$ cat config.mk
export PLATFORM = sky130hd
export DESIGN_NAME = pblc_top
export DESIGN_NICKNAME = d
export VERILOG_FILES = /design/src/pblc_pkg.sv /design/src/pblc_chk.sv /design/src/pblc_top.sv
export SDC_FILE = /design/constraint.sdc
export NUM_CORES = 1
export LEC_CHECK = 0
export BUFFER_PORTS_ARGS = -buffer_cell sky130_fd_sc_hd__buf_4
export CORE_ASPECT_RATIO = 1.1
export CORE_MARGIN = 3
export CORE_UTILIZATION = 50
export CTS_CLUSTER_SIZE = 28
export DETAILED_ROUTE_END_ITERATION = 12
export GPL_TIMING_DRIVEN = 0
export PLACE_DENSITY = 0.75
export REMOVE_ABC_BUFFERS = 1
export SLEW_MARGIN = 0
export SYNTH_ARGS = -nofsm -noshare
export SYNTH_HDL_FRONTEND = slang
export SYNTH_SLANG_ARGS = --single-unit
$ cat constraint.sdc
create_clock -name pclk -period 4.7 [get_ports pclk]
set_input_delay 0.235 -clock pclk [delete_from_list [all_inputs] [get_ports pclk]]
set_output_delay 0.235 -clock pclk [all_outputs]
set_load 0.01 [all_outputs]
$ cat src/pblc_pkg.sv
// Constants, types and helpers for the PRBS self-test and loopback control block
//
// Overview of operation
// - Continuous counter mode: at maximum, pulse and restart counting from zero
// - Single counter mode: error counter holds at maximum, no more counting
// - Packet type 1 with generator on: PRBS packets sent repeatedly, each followed by a gap
// - Packet type 1 with generator off: checker stays active on received data
// - Packet type 0 with generator on: one constant packet, PRBS gen/check off
// - Generator enable bit turns packet generator on (1) and off (0)
// - Lock flag reads 1 while checker is locked to incoming stream
// - Sync-loss flag latches high on loss of sync and stays set until a read reports it
// - Generator status reads 1 while generator is active producing packets
// - Loopback field: 0000 normal, 0001 PCS, 0010 analog, 0100 reverse
// - In MII-side loopback, line-transmit bit forwards or suppresses data to line
// - Line-transmit bit is accepted only while MII-side loopback is selected

package pblc_pkg;

  // Register index; byte address is four times it
  localparam logic [9:0] REG_IDX = 10'h016;

  // Field positions
  localparam int ERR_MODE_BIT = 14;
  localparam int PKT_TYPE_BIT = 13;
  localparam int GEN_EN_BIT = 12;
  localparam int LOCK_BIT = 11;
  localparam int SYNC_LOSS_BIT = 10;
  localparam int GEN_STAT_BIT = 9;
  localparam int FIXED_LSB = 7;
  localparam int LINE_TX_BIT = 6;
  localparam int LB_LSB = 2;
  localparam int SPARE_LSB = 0;

  // Values after reset
  localparam logic [1:0] FIXED_VAL = 2'h2;
  localparam logic [3:0] LB_RESET = 4'h0;
  localparam logic [1:0] SPARE_RESET = 2'h0;
  localparam logic [14:0] PRBS_SEED = 15'h7FFF;

  // Loopback codes
  localparam logic [3:0] LB_NORMAL = 4'h0;
  localparam logic [3:0] LB_PCS = 4'h1;
  localparam logic [3:0] LB_ANALOG = 4'h2;
  localparam logic [3:0] LB_REVERSE = 4'h4;

  // Packet shape in nibbles, and counts of cycles
  localparam logic [7:0] PKT_NIB = 8'h40;
  localparam logic [7:0] GAP_NIB = 8'h18;
  localparam logic [3:0] CONST_NIB = 4'h5;
  localparam logic [3:0] LOCK_CNT = 4'h8;
  localparam logic [3:0] LOSS_CNT = 4'h4;
  localparam logic [7:0] ERR_MAX = 8'hFF;

  typedef enum logic [1:0] {G_IDLE, G_DATA, G_GAP, G_DONE} pblc_gen_e;

  // x^15 + x^14 + 1, four bits a cycle, newest bits land in [3:0]
  function automatic logic [14:0] pblc_prbs_step(input logic [14:0] s);
    logic [14:0] t;
    t = s;
    for (int i = 0; i < 4; i++) begin
      t = {t[13:0], t[14] ^ t[13]};
    end
    return t;
  endfunction

endpackage

$ cat src/pblc_chk.sv
// PRBS checker with lock, sync-loss and error counter
`timescale 1ns/1ps
`default_nettype none

module pblc_chk (
  // Clock and reset
  input wire logic pclk,
  input wire logic presetn,
  // Control
  input wire logic chk_en,
  input wire logic err_mode,
  // Received nibbles
  input wire logic [3:0] rxd,
  input wire logic rx_dv,
  // Status
  output logic locked,
  output logic loss,
  output logic err_wrap,
  output logic [7:0] err_count
);

  typedef struct packed {
    logic locked;
    logic loss;
    logic wrap;
    logic [3:0] run;
    logic [7:0] cnt;
    logic [14:0] lfsr;
  } pblc_chk_s;

  pblc_chk_s s;
  pblc_chk_s next_s;

  always_comb begin
    logic [14:0] pred;
    logic match;
    pred = pblc_pkg::pblc_prbs_step(s.lfsr);
    // An all-zero register predicts zeros forever; never lock on it
    match = (pred[3:0] == rxd) && (s.lfsr != 15'h0000);
    next_s = s;
    next_s.wrap = 1'b0;
    next_s.loss = 1'b0;
    if (!chk_en) begin
      next_s = '0;
    end else if (rx_dv && !s.locked) begin
      // Self-seeding: shift in what arrives until predictions hold
      next_s.lfsr = {s.lfsr[10:0], rxd};
      next_s.run = match ? 4'(s.run + 4'h1) : 4'h0;
      if (match && s.run == 4'(pblc_pkg::LOCK_CNT - 4'h1)) begin
        next_s.locked = 1'b1;
        next_s.run = 4'h0;
      end
    end else if (rx_dv) begin
      next_s.lfsr = pred;
      next_s.run = 4'h0;
      if (!match) begin
        next_s.run = 4'(s.run + 4'h1);
        if (s.run == 4'(pblc_pkg::LOSS_CNT - 4'h1)) begin
          next_s.locked = 1'b0;
          next_s.loss = 1'b1;
          next_s.run = 4'h0;
        end
        if (err_mode) begin
          if (s.cnt == pblc_pkg::ERR_MAX) begin
            next_s.cnt = 8'h00;
            next_s.wrap = 1'b1;
          end else begin
            next_s.cnt = 8'(s.cnt + 8'h01);
          end
        end else if (s.cnt != pblc_pkg::ERR_MAX) begin
          next_s.cnt = 8'(s.cnt + 8'h01);
        end
      end
    end
  end

  always_ff @(posedge pclk or negedge presetn) begin
    if (!presetn) begin
      s <= '0;
    end else begin
      s <= next_s;
    end
  end

  assign locked = s.locked;
  assign loss = s.loss;
  assign err_wrap = s.wrap;
  assign err_count = s.cnt;
endmodule
`default_nettype wire

$ cat src/pblc_top.sv
// PRBS self-test, packet generator and loopback control with APB register
//
// The APB interface to the registers was left to the implementer.
`timescale 1ns/1ps
`default_nettype none

module pblc_top (
  // Clock and reset
  input wire logic pclk,
  input wire logic presetn,
  // APB slave
  input wire logic psel,
  input wire logic penable,
  input wire logic pwrite,
  input wire logic [11:0] paddr,
  input wire logic [31:0] pwdata,
  output logic [31:0] prdata,
  output logic pready,
  output logic pslverr,
  // Transmit nibbles from the MAC side
  input wire logic [3:0] mac_txd,
  input wire logic mac_tx_en,
  // Transmit nibbles towards the line
  output logic [3:0] line_txd,
  output logic line_tx_en,
  // Received nibbles for the checker
  input wire logic [3:0] line_rxd,
  input wire logic line_rx_dv,
  // Loopback path selects
  output logic lb_pcs,
  output logic lb_analog,
  output logic lb_reverse,
  // Checker error counter
  output logic err_wrap,
  output logic [7:0] err_count
);

  typedef struct packed {
    logic [31:0] prdata;
    logic pready;
    logic pslverr;
    logic err_mode;
    logic pkt_type;
    logic gen_en;
    logic line_tx_ok;
    logic [3:0] lb;
    logic [1:0] spare;
    logic sync_loss;
    pblc_pkg::pblc_gen_e gst;
    logic [7:0] gcnt;
    logic [14:0] lfsr;
    logic [3:0] txd;
    logic tx_en;
    logic lb_pcs;
    logic lb_analog;
    logic lb_reverse;
  } pblc_top_s;

  pblc_top_s s;
  pblc_top_s next_s;

  logic chk_en;
  logic chk_locked;
  logic chk_loss;

  // Active generator owns the line; status follows it
  function automatic logic gen_busy(input pblc_pkg::pblc_gen_e g);
    return (g == pblc_pkg::G_DATA) || (g == pblc_pkg::G_GAP);
  endfunction

  // Checker runs only for PRBS packet type, generator on or off
  assign chk_en = s.pkt_type;

  pblc_chk u_chk (
    .pclk(pclk),
    .presetn(presetn),
    .chk_en(chk_en),
    .err_mode(s.err_mode),
    .rxd(line_rxd),
    .rx_dv(line_rx_dv),
    .locked(chk_locked),
    .loss(chk_loss),
    .err_wrap(err_wrap),
    .err_count(err_count)
  );

  always_comb begin
    logic setup;
    logic hit;
    logic acc;
    logic [15:0] rword;
    logic [3:0] new_lb;
    logic [14:0] step;
    setup = psel && !penable;
    hit = (paddr[11:2] == pblc_pkg::REG_IDX);
    acc = psel && penable && s.pready && !s.pslverr;
    new_lb = pwdata[pblc_pkg::LB_LSB +: 4];
    step = pblc_pkg::pblc_prbs_step(s.lfsr);
    rword = 16'h0000;
    rword[pblc_pkg::ERR_MODE_BIT] = s.err_mode;
    rword[pblc_pkg::PKT_TYPE_BIT] = s.pkt_type;
    rword[pblc_pkg::GEN_EN_BIT] = s.gen_en;
    rword[pblc_pkg::LOCK_BIT] = chk_locked;
    rword[pblc_pkg::SYNC_LOSS_BIT] = s.sync_loss;
    rword[pblc_pkg::GEN_STAT_BIT] = gen_busy(s.gst);
    rword[pblc_pkg::FIXED_LSB +: 2] = pblc_pkg::FIXED_VAL;
    rword[pblc_pkg::LINE_TX_BIT] = s.line_tx_ok;
    rword[pblc_pkg::LB_LSB +: 4] = s.lb;
    rword[pblc_pkg::SPARE_LSB +: 2] = s.spare;
    next_s = s;

    // Zero-wait slave: answer in the cycle after setup
    next_s.pready = setup;
    next_s.pslverr = setup && !hit;
    next_s.prdata = (setup && hit && !pwrite) ? {16'h0000, rword} : 32'h0000_0000;

    if (acc && pwrite) begin
      next_s.err_mode = pwdata[pblc_pkg::ERR_MODE_BIT];
      next_s.pkt_type = pwdata[pblc_pkg::PKT_TYPE_BIT];
      next_s.gen_en = pwdata[pblc_pkg::GEN_EN_BIT];
      next_s.lb = new_lb;
      next_s.spare = pwdata[pblc_pkg::SPARE_LSB +: 2];
      // Only kept when the same write selects MII-side loopback
      next_s.line_tx_ok = pwdata[pblc_pkg::LINE_TX_BIT]
                          && (new_lb == pblc_pkg::LB_PCS);
    end

    // Clear only what the read reported, so a fresh loss is not lost
    if (chk_loss) begin
      next_s.sync_loss = 1'b1;
    end else if (acc && !pwrite && s.prdata[pblc_pkg::SYNC_LOSS_BIT]) begin
      next_s.sync_loss = 1'b0;
    end

    // Reserved code 1000 and unlisted codes leave every path off
    next_s.lb_pcs = (next_s.lb == pblc_pkg::LB_PCS);
    next_s.lb_analog = (next_s.lb == pblc_pkg::LB_ANALOG);
    next_s.lb_reverse = (next_s.lb == pblc_pkg::LB_REVERSE);

    // Packet generator
    next_s.gcnt = 8'(s.gcnt + 8'h01);
    case (s.gst)
      pblc_pkg::G_IDLE: begin
        next_s.gcnt = 8'h00;
        next_s.lfsr = pblc_pkg::PRBS_SEED;
        if (s.gen_en) begin
          next_s.gst = pblc_pkg::G_DATA;
        end
      end
      pblc_pkg::G_DATA: begin
        if (s.pkt_type) begin
          next_s.lfsr = step;
        end
        if (s.gcnt == 8'(pblc_pkg::PKT_NIB - 8'h01)) begin
          next_s.gst = pblc_pkg::G_GAP;
          next_s.gcnt = 8'h00;
        end
      end
      pblc_pkg::G_GAP: begin
        if (s.gcnt == 8'(pblc_pkg::GAP_NIB - 8'h01)) begin
          next_s.gcnt = 8'h00;
          if (s.pkt_type) begin
            next_s.gst = pblc_pkg::G_DATA;
          end else begin
            next_s.gst = pblc_pkg::G_DONE;
          end
        end
      end
      pblc_pkg::G_DONE: begin
        next_s.gcnt = 8'h00;
      end
      default: begin
        next_s.gst = pblc_pkg::G_IDLE;
      end
    endcase
    if (!s.gen_en) begin
      next_s.gst = pblc_pkg::G_IDLE;
    end

    // Line transmit selection
    if (s.gst == pblc_pkg::G_DATA) begin
      next_s.txd = s.pkt_type ? step[3:0] : pblc_pkg::CONST_NIB;
      next_s.tx_en = 1'b1;
    end else if (gen_busy(s.gst)) begin
      next_s.txd = 4'h0;
      next_s.tx_en = 1'b0;
    end else if (s.lb_pcs && !s.line_tx_ok) begin
      next_s.txd = 4'h0;
      next_s.tx_en = 1'b0;
    end else begin
      next_s.txd = mac_txd;
      next_s.tx_en = mac_tx_en;
    end
  end

  always_ff @(posedge pclk or negedge presetn) begin
    if (!presetn) begin
      s <= '0;
      s.gst <= pblc_pkg::G_IDLE;
      s.lb <= pblc_pkg::LB_RESET;
      s.spare <= pblc_pkg::SPARE_RESET;
      s.lfsr <= pblc_pkg::PRBS_SEED;
    end else begin
      s <= next_s;
    end
  end

  assign prdata = s.prdata;
  assign pready = s.pready;
  assign pslverr = s.pslverr;
  assign line_txd = s.txd;
  assign line_tx_en = s.tx_en;
  assign lb_pcs = s.lb_pcs;
  assign lb_analog = s.lb_analog;
  assign lb_reverse = s.lb_reverse;
endmodule
`default_nettype wire

==> After elaboration in Yosys (flattened, before gate mapping) <==
Index checks and enable logic that the tools add are counted.
{ "totals": {"inputBits": 59, "latchBits": 0, "ram_bits": 0, "output_inout_bits": 51, "register_bits": 91, "n_memories": 0, "mem_bits_ro": 0} }
{ "op_classes": {"n_mux": 34, "n_bitwise": 8, "n_lt_le_gt_ge": 0, "reduce_logical": 31, "n_mul": 0, "shifts": 0, "add_sub_neg": 3, "n_div": 0, "eq_ne": 27} }
{ "op_table": {"columns": ["operator", "n"], "rows": [
  ["$mux W15", 4],
  ["$mux W30", 2],
  ["$mux W8", 4],
  ["$pmux W15 S2", 1],
  ["$pmux W8 S3", 1],
  ["$mux W10", 2],
  ["$mux W4", 5],
  ["$add A8 B1 Y8 const B", 2],
  ["$logic_and A1 B1 Y1", 15],
  ["$mux W5", 3],
  ["$reduce_bool A15 Y1", 1],
  ["$eq A10 B5 Y1 const B", 1],
  ["$ne A3 B2 Y1 const B", 3],
  ["$eq A4 B1 Y1 const B", 2],
  ["$eq A4 B2 Y1 const B", 2],
  ["$eq A4 B3 Y1 const B", 2],
  ["$eq A8 B5 Y1 const B", 1],
  ["$eq A8 B6 Y1 const B", 1],
  ["$eq A8 B8 Y1 const B", 1],
  ["$mux W2", 4],
  ["$ne A2 B2 Y1 const B", 4],
  ["$ne A8 B8 Y1 const B", 1],
  ["$reduce_and A4 Y1", 2],
  ["$xor A1 B1 Y1", 8],
  ["other kinds (17)", 31]
]} }

==> Logic depth before layout (Yosys ltp) <==
Gate-level depths: netlist of run 1.
{ "logic_depth": {"depth_word": 7, "mapped_depth": 8, "depth_no_buf": 7} }

==> By module <==
From an unflattened synthesis of run 1, not the netlist that was laid out.
{ "hier_totals": {"hier_cells": 427, "area_unflattened_um2": 4461.8} }
{ "modules_own_cells": {"columns": ["module", "instances", "area_each_um2", "cells_each"], "rows": [
  ["pblc_top", 1, 2773.9, 256],
  ["pblc_chk", 1, 1687.9, 171]
]} }

==> Least setup slack after synthesis of run 1 <==
OpenSTA, ideal clock, no wires.
{ "synth_path": {"path_type": "reg-to-reg", "from": "reg u_chk.s[11] (netlist name)", "to": "reg u_chk.s[25] (netlist name)", "path_buffers": 0, "slack_ns": 2.861, "stages_incl_launch_ff": 8, "setup_ns": 0.122, "arrival_time_ns": 1.717, "cell_sequence": "dfrtp_1 inv_1 ha_1 xor2_1 nor2_1 and3_4 mux2i_1 a32o_1"} }
{ "synth_via": {"elab_chain_cells": 7} }
{ "synth_lines": {"columns": ["item", "line_no", "source"], "rows": [
  ["start: declaration", "pblc_chk.sv:31", "pblc_chk_s s;"],
  ["start signal: assignment", "pblc_chk.sv:81", "s <= next_s;"],
  ["$xor A1 B1 Y1", "pblc_pkg.sv:61", "t = {t[13:0], t[14] ^ t[13]};"],
  ["$eq A4 B4 Y1", "pblc_chk.sv:39", "match = (pred[3:0] == rxd) && (s.lfsr != 15'h0000);"],
  ["$logic_and A1 B1 Y1 *", "pblc_chk.sv:39", null],
  ["$mux W15 (tied with other cells)", "pblc_chk.sv:56", "if (!match) begin"],
  ["$mux W30 / $mux W4 (equally long branches)", "pblc_chk.sv:53, pblc_chk.sv:49", null],
  ["$mux W4 *", "pblc_chk.sv:45", "end else if (rx_dv && !s.locked) begin"],
  ["$mux W30 *", "pblc_chk.sv:43", "if (!chk_en) begin"]
]} }
Mark *: on every way between the ends. The rest lies on a longest branch, timed or not. The select of a mux whose other input is x is not followed.
A chain may end at the register's enable or synchronous reset.

==> impl_metrics.sql, run 1 <==
INSERT INTO impl_metrics (metric_group, metric, value, unit) VALUES
('yosys', 'average_instance_area_after_synthesis', '10.4', 'um2'),
('timing', 'tightest_slew', '1.09', 'ns'),
('layout', 'register_area', '2270', 'um2'),
('flow_run', 'max_cap_violations', '0', ''),
('worst_setup_path', 'critPathMaxStageDelay', '0.74', 'ns'),
('worst_setup_path', 'worst_setup_path_startpoint', 's[32]', ''),
('layout', 'diodes', '0', ''),
('timing', 'timing.final.crit_period', '2.09', 'ns'),
('worst_setup_path', 'cp.arrival', '2.28', 'ns'),
('timing', 'finalSetupTns', '0', 'ns'),
('global_routing', 'grt_use_met1', '0.227', ''),
('route', 'iteration_0_drc_count_of_the_detailed_router', '122', ''),
('worst_setup_path', 'critical_path.reg2reg.startpoint', 's[32]', ''),
('route', 'drtAntennaViolNets', '0', ''),
('layout', 'area_overhead_of_the_layout_relative_to_synthesis', '10.9', '%'),
('yosys', 'main_combinational_cell_family_by_area_after_synthesis', 'simple AND/OR/NAND/NOR gates', ''),
('layout', 'multi_input_comb_area', '1860', 'um2'),
('power_and_ir_drop', 'power.internal', '1.24', 'mW'),
('power_and_ir_drop', 'power.switching_fraction', '0.299', ''),
('clocking', 'cts_tree', 'built', ''),
('power_and_ir_drop', 'vdd.ir_drop.worst', '0.000272', 'V'),
('floorplanning', 'floorplan.io_pins', '110', ''),
('floorplanning', 'dieHeight', '106', 'um'),
('clocking', 'clk_pin_slew_worst_paths', '0.09', 'ns'),
('worst_setup_path', 'end_kind', 'flip-flop', ''),
('route', 'viasPerCell', '5.22', ''),
('layout', 'layout.cell_area.non_filler', '5000', 'um2'),
('floorplanning', 'start_util', '0.525', ''),
('placed_design', 'dpl_cell_area', '4820', 'um2'),
('route', 'vias', '3039', ''),
('yosys', 'async_reset_ff_frac', '1.00', ''),
('yosys', 'yosysUniqueCellTypes', '54', ''),
('worst_setup_path', 'critPathMaxFanout', '11', ''),
('global_routing', 'globalRouteMet2Util', '0.266', ''),
('power_and_ir_drop', 'clock_power_share', '0.267', ''),
('global_routing', 'vias_in_the_first_global_route', '2928', ''),
('worst_setup_path', 'cpLargestDelayFamily', 'compound AO/OA/AOI/OAI gates', ''),
('floorplanning', 'dieArea', '10200', 'um2'),
('timing', 'setup_repair_after_global_routing_missed_its_margin', 'false', ''),
('route', 'drt-wirelength-per-cell', '14.0', 'um'),
('power_and_ir_drop', 'power.static_leakage', '2.41', 'nW'),
('yosys', 'number_of_standard_cells_after_synthesis', '432', ''),
('clocking', 'cts_num_sinks', '90', ''),
('global_routing', 'grt_use_total', '0.167', ''),
('yosys', 'post_synthesis_sequential_element_count', '90', ''),
('clocking', 'post_cts_hold_buffer_count', '0', ''),
('placed_design', 'portBuffers', '67', ''),
('route', 'routed_wirelength', '8130', 'um'),
('yosys', 'seq_area_frac_synth', '0.504', ''),
('clocking', 'clockRootBuffer', 'sky130_fd_sc_hd__clkbuf_8', ''),
('placed_design', 'dpl.hpwl', '5810', 'um'),
('clocking', 'clock_insertion_delay_worst_skew', '0.34', 'ns'),
('floorplanning', 'floorplan.die.width', '96.5', 'um'),
('route', 'drc', '0', ''),
('layout', 'finish.net_count', '533', ''),
('power_and_ir_drop', 'power.combinational.fraction', '0.202', ''),
('timing', 'maxSlewHeadroom', '0.274', ''),
('yosys', 'yosys.area_share.simple', '0.194', ''),
('global_routing', 'global_route.peak_usage_layer', 'met2', ''),
('timing', 'clock.fmax', '479', 'MHz'),
('power_and_ir_drop', 'seq_power_share', '0.531', ''),
('yosys', 'synthFlopType', 'sky130_fd_sc_hd__dfrtp_1', ''),
('timing', 'setup_viol_count_final', '0', ''),
('floorplanning', 'core-area', '8580', 'um2'),
('outcome', 'status', 'completed', ''),
('clocking', 'cts_made_buffers', '9', ''),
('worst_setup_path', 'critPathBufInv', '1', ''),
('global_routing', 'grt_pass1_wl', '13600', 'um'),
('layout', 'drive_gt1_frac', '0.238', ''),
('yosys', 'synth.mux.area_fraction', '0.0580', ''),
('clocking', 'post_cts_buffers', '0', '');
[per-stage QoR]
step	std cells	utilization	setup slack, ns	hold WS (ns)
after floorplan	388	-	2.85	-0.0606
after global placement	566	0.561	2.58	0.418
after detailed placement	566	0.561	2.49	0.431
after CTS	582	0.582	2.59	0.0534
after global routing	582	0.583	2.41	0.0559
final	582	0.583	2.61	0.0637
[path summary, 6_finish.rpt]
check,endpoint,slack (ns),cells after the start
worst max-delay path,s[30],2.61,5
worst min register to register,s[33],0.43,1
worst max register to register,s[30],2.61,5
worst min-delay path,prdata[12],0.06,1
min in group pclk,s[40],0.07,2
max in group asynchronous,u_chk.s[3],3.91,1
[cells in the mapped netlist (2+ instances only)]
cell / instances / area [um2]
sky130_fd_sc_hd__a21oi_1: 8 / 40.0
sky130_fd_sc_hd__a22oi_1: 3 / 22.5
sky130_fd_sc_hd__a31oi_1: 8 / 50.1
sky130_fd_sc_hd__a41o_1: 2 / 20.0
sky130_fd_sc_hd__and2_1: 17 / 106
sky130_fd_sc_hd__and3_1: 6 / 37.5
sky130_fd_sc_hd__buf_1: 3 / 11.3
sky130_fd_sc_hd__buf_4: 45 / 338
sky130_fd_sc_hd__clkbuf_1: 12 / 45.0
sky130_fd_sc_hd__dfrtp_1: 75 / 1880
sky130_fd_sc_hd__dfstp_2: 15 / 394
sky130_fd_sc_hd__ha_1: 8 / 100
sky130_fd_sc_hd__inv_1: 13 / 48.8
sky130_fd_sc_hd__mux2_2: 9 / 101
sky130_fd_sc_hd__mux2i_1: 16 / 160
sky130_fd_sc_hd__nand2_1: 52 / 195
sky130_fd_sc_hd__nand2b_1: 4 / 25.0
sky130_fd_sc_hd__nand3_1: 21 / 105
sky130_fd_sc_hd__nand3b_1: 4 / 30.0
sky130_fd_sc_hd__nand4b_1: 3 / 26.3
sky130_fd_sc_hd__nor2_1: 22 / 82.6
sky130_fd_sc_hd__nor2b_1: 16 / 100
sky130_fd_sc_hd__nor3_1: 5 / 25.0
sky130_fd_sc_hd__nor3b_1: 2 / 15.0
sky130_fd_sc_hd__nor4_1: 3 / 18.8
sky130_fd_sc_hd__nor4b_1: 2 / 17.5
sky130_fd_sc_hd__o211a_1: 2 / 20.0
sky130_fd_sc_hd__o21ai_0: 8 / 40.0
sky130_fd_sc_hd__o21bai_1: 2 / 15.0
sky130_fd_sc_hd__o31ai_1: 6 / 45.0
sky130_fd_sc_hd__o32ai_1: 2 / 17.5
sky130_fd_sc_hd__xnor2_1: 5 / 43.8
sky130_fd_sc_hd__xor2_1: 11 / 96.3
sky130_fd_sc_hd__xor3_1: 2 / 47.6
[flip-flops by register name, summed over array words and instances (netlist names), 4 cells and up]
register and cells:
s 35, u_chk.s 19, prdata 14, u_chk.err_count 8, line_txd 4
[placed cells by master (no fill, tap or decap), types with 2 or more instances in the layout]
cell,instances
sky130_fd_sc_hd__nor2_1,22
sky130_fd_sc_hd__mux2i_1,16
sky130_fd_sc_hd__dfrtp_1,75
sky130_fd_sc_hd__clkinvlp_4,2
sky130_fd_sc_hd__buf_4,67
sky130_fd_sc_hd__o21ai_0,8
sky130_fd_sc_hd__nand3_1,21
sky130_fd_sc_hd__and2_1,17
sky130_fd_sc_hd__nor3b_1,2
sky130_fd_sc_hd__nor4b_1,2
sky130_fd_sc_hd__nor4_1,3
sky130_fd_sc_hd__nand2b_1,4
sky130_fd_sc_hd__nor3_1,4
sky130_fd_sc_hd__xnor2_1,5
sky130_fd_sc_hd__xor2_1,11
sky130_fd_sc_hd__xor3_1,2
sky130_fd_sc_hd__o211a_1,2
sky130_fd_sc_hd__nand2_1,52
sky130_fd_sc_hd__a22oi_1,3
sky130_fd_sc_hd__conb_1,18
sky130_fd_sc_hd__nand4b_1,3
sky130_fd_sc_hd__nor2b_1,16
sky130_fd_sc_hd__a31oi_1,8
sky130_fd_sc_hd__o31ai_1,6
sky130_fd_sc_hd__mux2_2,9
sky130_fd_sc_hd__clkbuf_8,10
sky130_fd_sc_hd__inv_1,13
sky130_fd_sc_hd__o21bai_1,2
sky130_fd_sc_hd__and3_1,6
sky130_fd_sc_hd__a21oi_1,8
sky130_fd_sc_hd__o32ai_1,2
sky130_fd_sc_hd__dfstp_2,15
sky130_fd_sc_hd__nand3b_1,4
sky130_fd_sc_hd__ha_1,8
sky130_fd_sc_hd__a41o_1,2
[logic make-up after synthesis]
group / count (synthesis)
other: 1
buffers and inverters: 74
muxes: 25
AOI/OAI and AO/OA: 50
xor gates and xnor gates: 18
DFF: 90
and+or+nand+nor: 166
adders and majority gates: 8
[metal layers]
layer  routed length, um  vias to the layer above
met5                   0                        -
met4                 132                        0
met3                 355                       11
met2                3950                       74
met1                3690                     1478
li1                    -                     1476
[cell type report]
class,count,area share
multi-input cells,285,0.372
flip-flops and latches,90,0.454
clock inverters,5,0.00751
inverters,13,0.00976
clock buffers,11,0.0283
repair buffers,67,0.101
well taps,111,0.0278
[power groups by stage]
stage	combinational, mW	clock, mW	sequential (mW)
global route	0.407	0.521	0.953
detailed placement	0.360	0	0.955
CTS	0.361	0.485	0.940
finish	0.357	0.473	0.939
global placement	0.353	0	0.950
floorplan	0.221	0	0.949
No activity file was read; power rests on OpenSTA's default activity.
==> run 2, diff against run 1 <==
Clock period 4.7 ns to 2 ns, I/O delays scaled along.
==> run 2 against run 1 <==
Global-route usage grew 0.39 points. First-iteration DRC count up 2.5%. Fmax up 9.3%. Total power grew 140%. Final cell count up 3.4%. Sequential share of layout area fell by 2.1 points. Clock power grew 130%. Critical path depth is the same. Design area rose by 4.9%. Highest routed layer unchanged.
==> impl_metrics.sql, run 2 (synthesis gave the netlist of run 1 again) <==
INSERT INTO impl_metrics (metric_group, metric, value, unit) VALUES
('outcome', 'status', 'completed', ''),
('clocking', 'cts_tree', 'built', ''),
('worst_setup_path', 'end_kind', 'flip-flop', ''),
('hold_path', 'hold_depth', '2', ''),
('clocking', 'clock_insertion_delay_worst_skew', '0.34', 'ns'),
('layout', 'largest_register', 's', ''),
('clocking', 'h-tree-depth', '3', ''),
('placed_design', 'portBuffers', '67', ''),
('global_routing', 'grt_start_max_net_pins', '91', ''),
('timing', 'setup_viol_count_final', '0', ''),
('route', 'routed_wirelength', '8390', 'um'),
('worst_setup_path', 'critPathBufInv', '0', ''),
('global_routing', 'grt_antenna_before_repair', '0', ''),
('layout', 'layout.cell_area.non_filler', '5250', 'um2'),
('route', 'drt-wirelength-per-cell', '13.9', 'um'),
('clocking', 'clk_pin_slew_worst_paths', '0.09', 'ns'),
('worst_setup_path', 'worst-setup-path-type', 'flip-flop to flip-flop', ''),
('hold_path', 'worstHoldStart', 'pwdata[5]', ''),
('route', 'viasPerCell', '5.21', ''),
('placed_design', 'pre_cts_slack', '-0.0901', 'ns'),
('power_and_ir_drop', 'power-per-cell-area', '809', 'nW/um2'),
('floorplanning', 'core-area', '8580', 'um2'),
('layout', 'largest_register_ffs', '35', ''),
('worst_setup_path', 'critPathMaxStageDelay', '0.42', 'ns'),
('timing', 'tightest_slew', '1.09', 'ns'),
('floorplanning', 'number_of_rows_created_at_floorplan', '35', ''),
('flow_run', 'max_cap_violations', '0', ''),
('global_routing', 'vias_in_the_first_global_route', '3016', ''),
('clocking', 'clockRootBuffer', 'sky130_fd_sc_hd__clkbuf_8', ''),
('layout', 'post-route-util', '0.611', ''),
('placed_design', 'placed_cells', '566', ''),
('timing', 'post-route-worst-setup-slack', '0.0896', 'ns'),
('power_and_ir_drop', 'power.static_leakage', '2.52', 'nW'),
('layout', 'area_overhead_of_the_layout_relative_to_synthesis', '16.3', '%'),
('route', 'iteration_0_drc_count_of_the_detailed_router', '125', ''),
('worst_setup_path', 'crit_path_top_delay_cell', 'sky130_fd_sc_hd__o41a_1', ''),
('layout', 'diodes', '0', ''),
('clocking', 'cts_num_sinks', '90', ''),
('worst_setup_path', 'critPathMaxFanout', '7', ''),
('hold_path', 'min_path_type', 'primary input to flip-flop', ''),
('layout', 'finish.net_count', '553', ''),
('timing', 'holdWs', '0.0143', 'ns'),
('worst_setup_path', 'crit_path_cell_trace', 'ha_1 -> nand4b_1 -> o41a_1 -> o32ai_2 -> nor2_1', ''),
('route', 'count_of_tritonroute_iterations_in_the_first_routing_pass', '4', ''),
('timing', 'timing.final.crit_period', '1.91', 'ns'),
('timing', 'clock.fmax', '523', 'MHz'),
('power_and_ir_drop', 'vdd.ir_drop.worst', '0.000644', 'V'),
('route', 'vias', '3139', ''),
('timing', 'timing.final.hold_violations', '0', ''),
('worst_setup_path', 'startpoint_class_of_the_critical_path', 'flip-flop', ''),
('worst_setup_path', 'critical_path.reg2reg.startpoint', 's[23]', ''),
('timing', 'setup_repair_after_global_routing_missed_its_margin', 'true', ''),
('global_routing', 'grt_pass1_wl', '13900', 'um'),
('worst_setup_path', 'reg2regPathDepth', '5', ''),
('route', 'drc', '0', ''),
('placed_design', 'dpl_cell_area', '4820', 'um2'),
('timing', 'clock_skew', '0.0118', 'ns'),
('clocking', 'cts_made_buffers', '9', ''),
('clocking', 'clock_tree.buffer_depth', '2', ''),
('placed_design', 'globalplace.congestion', '0.779', ''),
('floorplanning', 'dieHeight', '106', 'um'),
('worst_setup_path', 'r2r_setup_slack', '0.09', 'ns'),
('floorplanning', 'floorplan.die.width', '96.5', 'um'),
('global_routing', 'grt_use_total', '0.170', ''),
('layout', 'layout.cells.most_common_list', 'sky130_fd_sc_hd__buf_4 (75), sky130_fd_sc_hd__dfrtp_1 (73), sky130_fd_sc_hd__nand2_1 (52)', ''),
('layout', 'mostFrequentLayoutCell', 'sky130_fd_sc_hd__buf_4', ''),
('worst_setup_path', 'timing.rr.end', 's[30]', ''),
('floorplanning', 'start_util', '0.525', ''),
('floorplanning', 'floorplan.io_pins', '110', ''),
('layout', 'final-instance-count-excl-fill', '602', ''),
('layout', 'drive_gt1_frac', '0.263', ''),
('worst_setup_path', 'cp.arrival', '2.12', 'ns'),
('worst_setup_path', 'cpLargestDelayFamily', 'compound AO/OA/AOI/OAI gates', ''),
('route', 'drtAntennaViolNets', '0', ''),
('layout', 'fillCellCount', '704', ''),
('hold_path', 'hold_path_end', 's[39]', ''),
('global_routing', 'gr-total-overflow', '0', ''),
('timing', 'finalMaxSlewViolations', '0', ''),
('worst_setup_path', 'cp_data_required_time', '2.21', 'ns'),
('placed_design', 'dpl.hpwl', '5810', 'um'),
('timing', 'final.period_utilization', '0.955', ''),
('timing', 'maxSlewHeadroom', '0.274', ''),
('floorplanning', 'dieArea', '10200', 'um2');
==> run 2: cell count changes in the layout (fill, tap and decap cells not counted), moves of 2 or more <==
cell / previous run / this run
sky130_fd_sc_hd__dlygate4sd3_1: 0 / 12
sky130_fd_sc_hd__buf_4: 67 / 75
sky130_fd_sc_hd__dfrtp_1: 75 / 73
sky130_fd_sc_hd__dfrtp_2: 0 / 2
sky130_fd_sc_hd__ha_1: 8 / 6
==> run 2: repair_timing <==
action / CTS / global route
hold endpoints to repair: 19 / 0
setup buffers: 2 / 6
setup endpoints to repair: 14 / 27
resized for setup: 2 / 11
pin swaps: 1 / 6
hold buffers: 12 / 0
cloned: 0 / 0
==> run 2: worst max-delay path by stage <==
| stage | from | end | slack (ns) | cells past startpoint |
|---|---|---|---|---|
| final | s[23] | s[30] | 0.09 | 5 |
| after global routing | u_chk.s[11] | u_chk.s[24] | -0.04 | 8 |
| after CTS | u_chk.s[11] | u_chk.err_count[6] | -0.006 | 7 |
| after detailed placement | s[32] | s[30] | -0.09 | 5 |
| after global placement | u_chk.s[11] | u_chk.s[25] | -0.0004 | 7 |
| after floorplan | u_chk.s[11] | u_chk.s[25] | 0.15 | 7 |
==> run 2: metrics by stage <==
step                      power [mW]  setup TNS, ns
after floorplan                 2.75              0
after global placement          3.06      -0.000423
after detailed placement        3.09          -1.51
after CTS                       4.23       -0.00692
after global routing            4.51        -0.0596
final                           4.24              0
==> run 2: power breakdown <==
group,switching [mW],internal [mW]
clock,0.621,0.491
combinational,0.504,0.416
sequential,0.146,2.07
total,1.27,2.97
==> run 2: layout make-up <==
class                   count  area [um2]  share of cell area
clock buffers              11         141              0.0270
clock inverters             5        37.5             0.00716
inverters                  13        48.8             0.00930
multi-input cells         285        1920               0.366
flip-flops and latches     90        2270               0.433
well taps                 111         139              0.0265
repair buffers             87         683               0.130
==> run 2: per-layer routing <==
layer	vias to the layer above	track usage	wire (um)
met2	81	0.277	4180
met5	-	0	0
met3	12	0.0293	335
li1	1515	-	-
met1	1531	0.229	3730
met4	0	0.0581	138
==> run 3, diff against run 2 <==
Settings changed: CORE_ASPECT_RATIO 1.1 to default.
==> run 3 against run 2 <==
Via count is essentially flat. Final cell count down 0.50%. Design area about the same. Register-to-register slack about the same. Clock skew rose by 0.0036 ns. Die area about the same. Non-clock buffer count is the same. Clock power increased by 4%. Combinational power fell by 1%. Global-route usage increased by 0.89 points. Worst hold slack improved by 0.0036 ns. Largest cell class unchanged. Utilization shrank 1.0 points.
==> impl_metrics.sql, run 3 (synthesis gave the netlist of run 1 again) <==
INSERT INTO impl_metrics (metric_group, metric, value, unit) VALUES
('placed_design', 'placed_cells', '563', ''),
('worst_setup_path', 'critPathBufInv', '1', ''),
('layout', 'diodes', '0', ''),
('worst_setup_path', 'crit_path_top_delay_cell', 'sky130_fd_sc_hd__dfrtp_1', ''),
('timing', 'clock.fmax', '520', 'MHz'),
('worst_setup_path', 'cp.arrival', '2.20', 'ns'),
('layout', 'largest_register', 's', ''),
('timing', 'maxSlewHeadroom', '0.215', ''),
('placed_design', 'dpl_cell_area', '4810', 'um2'),
('floorplanning', 'floorplan.die.width', '101', 'um'),
('clocking', 'cts_tree', 'built', ''),
('hold_path', 'hold_depth', '3', ''),
('timing', 'final.period_utilization', '0.961', ''),
('global_routing', 'grt_start_max_net_pins', '91', ''),
('layout', 'final-instance-count-excl-fill', '599', ''),
('clocking', 'h-tree-depth', '3', ''),
('worst_setup_path', 'cp_data_required_time', '2.28', 'ns'),
('route', 'vias', '3137', ''),
('timing', 'setup_repair_after_global_routing_missed_its_margin', 'true', ''),
('floorplanning', 'number_of_rows_created_at_floorplan', '34', ''),
('layout', 'largest_register_ffs', '35', ''),
('layout', 'finish.net_count', '553', ''),
('worst_setup_path', 'critPathMaxFanout', '5', ''),
('layout', 'layout.cells.most_common_list', 'sky130_fd_sc_hd__buf_4 (72), sky130_fd_sc_hd__dfrtp_1 (72), sky130_fd_sc_hd__nand2_1 (51)', ''),
('outcome', 'status', 'completed', ''),
('route', 'drtAntennaViolNets', '0', ''),
('worst_setup_path', 'cpLargestDelayFamily', 'simple AND/OR/NAND/NOR gates', ''),
('hold_path', 'min_path_type', 'primary input to flip-flop', ''),
('timing', 'setup_viol_count_final', '0', ''),
('placed_design', 'dpl.hpwl', '5800', 'um'),
('route', 'drc', '0', ''),
('worst_setup_path', 'crit_cells', '7', ''),
('route', 'routed_wirelength', '8690', 'um'),
('timing', 'clock_skew', '0.0154', 'ns'),
('floorplanning', 'core-area', '8720', 'um2'),
('timing', 'timing.final.hold_violations', '0', ''),
('floorplanning', 'dieHeight', '101', 'um'),
('global_routing', 'grt_antenna_before_repair', '0', ''),
('worst_setup_path', 'crit_path_cell_trace', 'inv_1 -> ha_2 -> or3b_1 -> o32ai_2 -> a21oi_1 -> nand4b_1 -> a21boi_1', ''),
('route', 'drt-wirelength-per-cell', '14.5', 'um'),
('worst_setup_path', 'startpoint_class_of_the_critical_path', 'flip-flop', ''),
('clocking', 'clk_pin_slew_worst_paths', '0.09', 'ns'),
('global_routing', 'grt_pass1_wl', '14500', 'um'),
('route', 'count_of_tritonroute_iterations_in_the_first_routing_pass', '4', ''),
('power_and_ir_drop', 'vdd.ir_drop.worst', '0.000476', 'V'),
('worst_setup_path', 'end_kind', 'flip-flop', ''),
('clocking', 'cts_num_sinks', '90', ''),
('global_routing', 'gr-total-overflow', '0', ''),
('flow_run', 'max_cap_violations', '0', ''),
('layout', 'layout.cell_area.non_filler', '5240', 'um2'),
('floorplanning', 'dieArea', '10200', 'um2'),
('route', 'viasPerCell', '5.24', ''),
('global_routing', 'vias_in_the_first_global_route', '3000', ''),
('floorplanning', 'start_util', '0.517', ''),
('layout', 'area_overhead_of_the_layout_relative_to_synthesis', '16.2', '%'),
('clocking', 'clock_insertion_delay_worst_skew', '0.36', 'ns'),
('timing', 'finalMaxSlewViolations', '0', ''),
('worst_setup_path', 'critPathMaxStageDelay', '0.40', 'ns'),
('layout', 'drive_gt1_frac', '0.259', ''),
('clocking', 'clockRootBuffer', 'sky130_fd_sc_hd__clkbuf_8', ''),
('placed_design', 'globalplace.congestion', '0.783', ''),
('route', 'iteration_0_drc_count_of_the_detailed_router', '114', ''),
('timing', 'tightest_slew', '1.17', 'ns'),
('clocking', 'cts_made_buffers', '9', ''),
('worst_setup_path', 'reg2regPathDepth', '7', ''),
('clocking', 'clock_tree.buffer_depth', '2', ''),
('timing', 'timing.final.crit_period', '1.92', 'ns'),
('floorplanning', 'floorplan.io_pins', '110', ''),
('global_routing', 'grt_use_total', '0.179', ''),
('power_and_ir_drop', 'power.static_leakage', '2.50', 'nW'),
('placed_design', 'portBuffers', '67', ''),
('power_and_ir_drop', 'power-per-cell-area', '815', 'nW/um2'),
('worst_setup_path', 'worst-setup-path-type', 'flip-flop to flip-flop', '');
==> run 3: final timing paths <==
path                            start          end  slack [ns]
hold reg to reg            u_chk.loss        s[33]        0.43
max in group asynchronous     presetn  u_chk.s[13]        0.74
hold / removal                   psel       pready        0.02
setup / recovery                s[31]        s[32]        0.08
setup reg to reg                s[31]        s[32]        0.08
min in group asynchronous     presetn    prdata[9]        0.49
==> run 3: worst reg2reg max path, stage by stage (launching register included) <==
cell,delay (ns)
sky130_fd_sc_hd__dfrtp_1,0.40
sky130_fd_sc_hd__inv_1,0.12
sky130_fd_sc_hd__ha_2,0.25
sky130_fd_sc_hd__or3b_1,0.40
sky130_fd_sc_hd__o32ai_2,0.21
sky130_fd_sc_hd__a21oi_1,0.13
sky130_fd_sc_hd__nand4b_1,0.19
sky130_fd_sc_hd__a21boi_1,0.14
==> run 3: report_power, final <==
group	switching, mW	leakage, nW	total [mW]	internal [mW]
logic	0.504	1.25	0.910	0.406
registers	0.148	1.17	2.21	2.07
clock network	0.683	0.0835	1.15	0.465
==> run 3: stage by stage <==
step | total power [mW] | setup WS (ns) | util | hold slack [ns] | setup TNS [ns]
global route | 4.53 | -0.0571 | 0.601 | 0.0118 | -0.166
finish | 4.27 | 0.0779 | 0.601 | 0.0179 | 0
floorplan | 2.75 | 0.145 | - | -0.196 | 0
global placement | 3.06 | -0.00459 | 0.552 | 0.286 | -0.00459
CTS | 4.27 | 0.0145 | 0.592 | 0.0000800 | 0
detailed placement | 3.09 | -0.0677 | 0.552 | 0.290 | -0.569
==> run 3: timing repair <==
action,CTS,global route
setup buffers,2,3
hold buffers,15,0
endpoints found under the hold margin,63,0
setup endpoints to repair,13,25
gates resized for setup,2,11
pin swaps,1,4
==> run 3: cell type report <==
cell class	instances	area, um2
Timing Repair Buffer	87	691
Inverter	13	48.8
Clock inverter	6	50.0
Clock buffer	10	128
Sequential cell	90	2270
Fill cell	725	3480
Multi-Input combinational cell	285	1910
Tap cell	108	135
==> run 3: per-layer routing <==
metal,GRT usage,part of all wire
met3,0.0443,0.040
met1,0.234,0.44
met2,0.296,0.51
met5,0,0
met4,0.0552,0.012
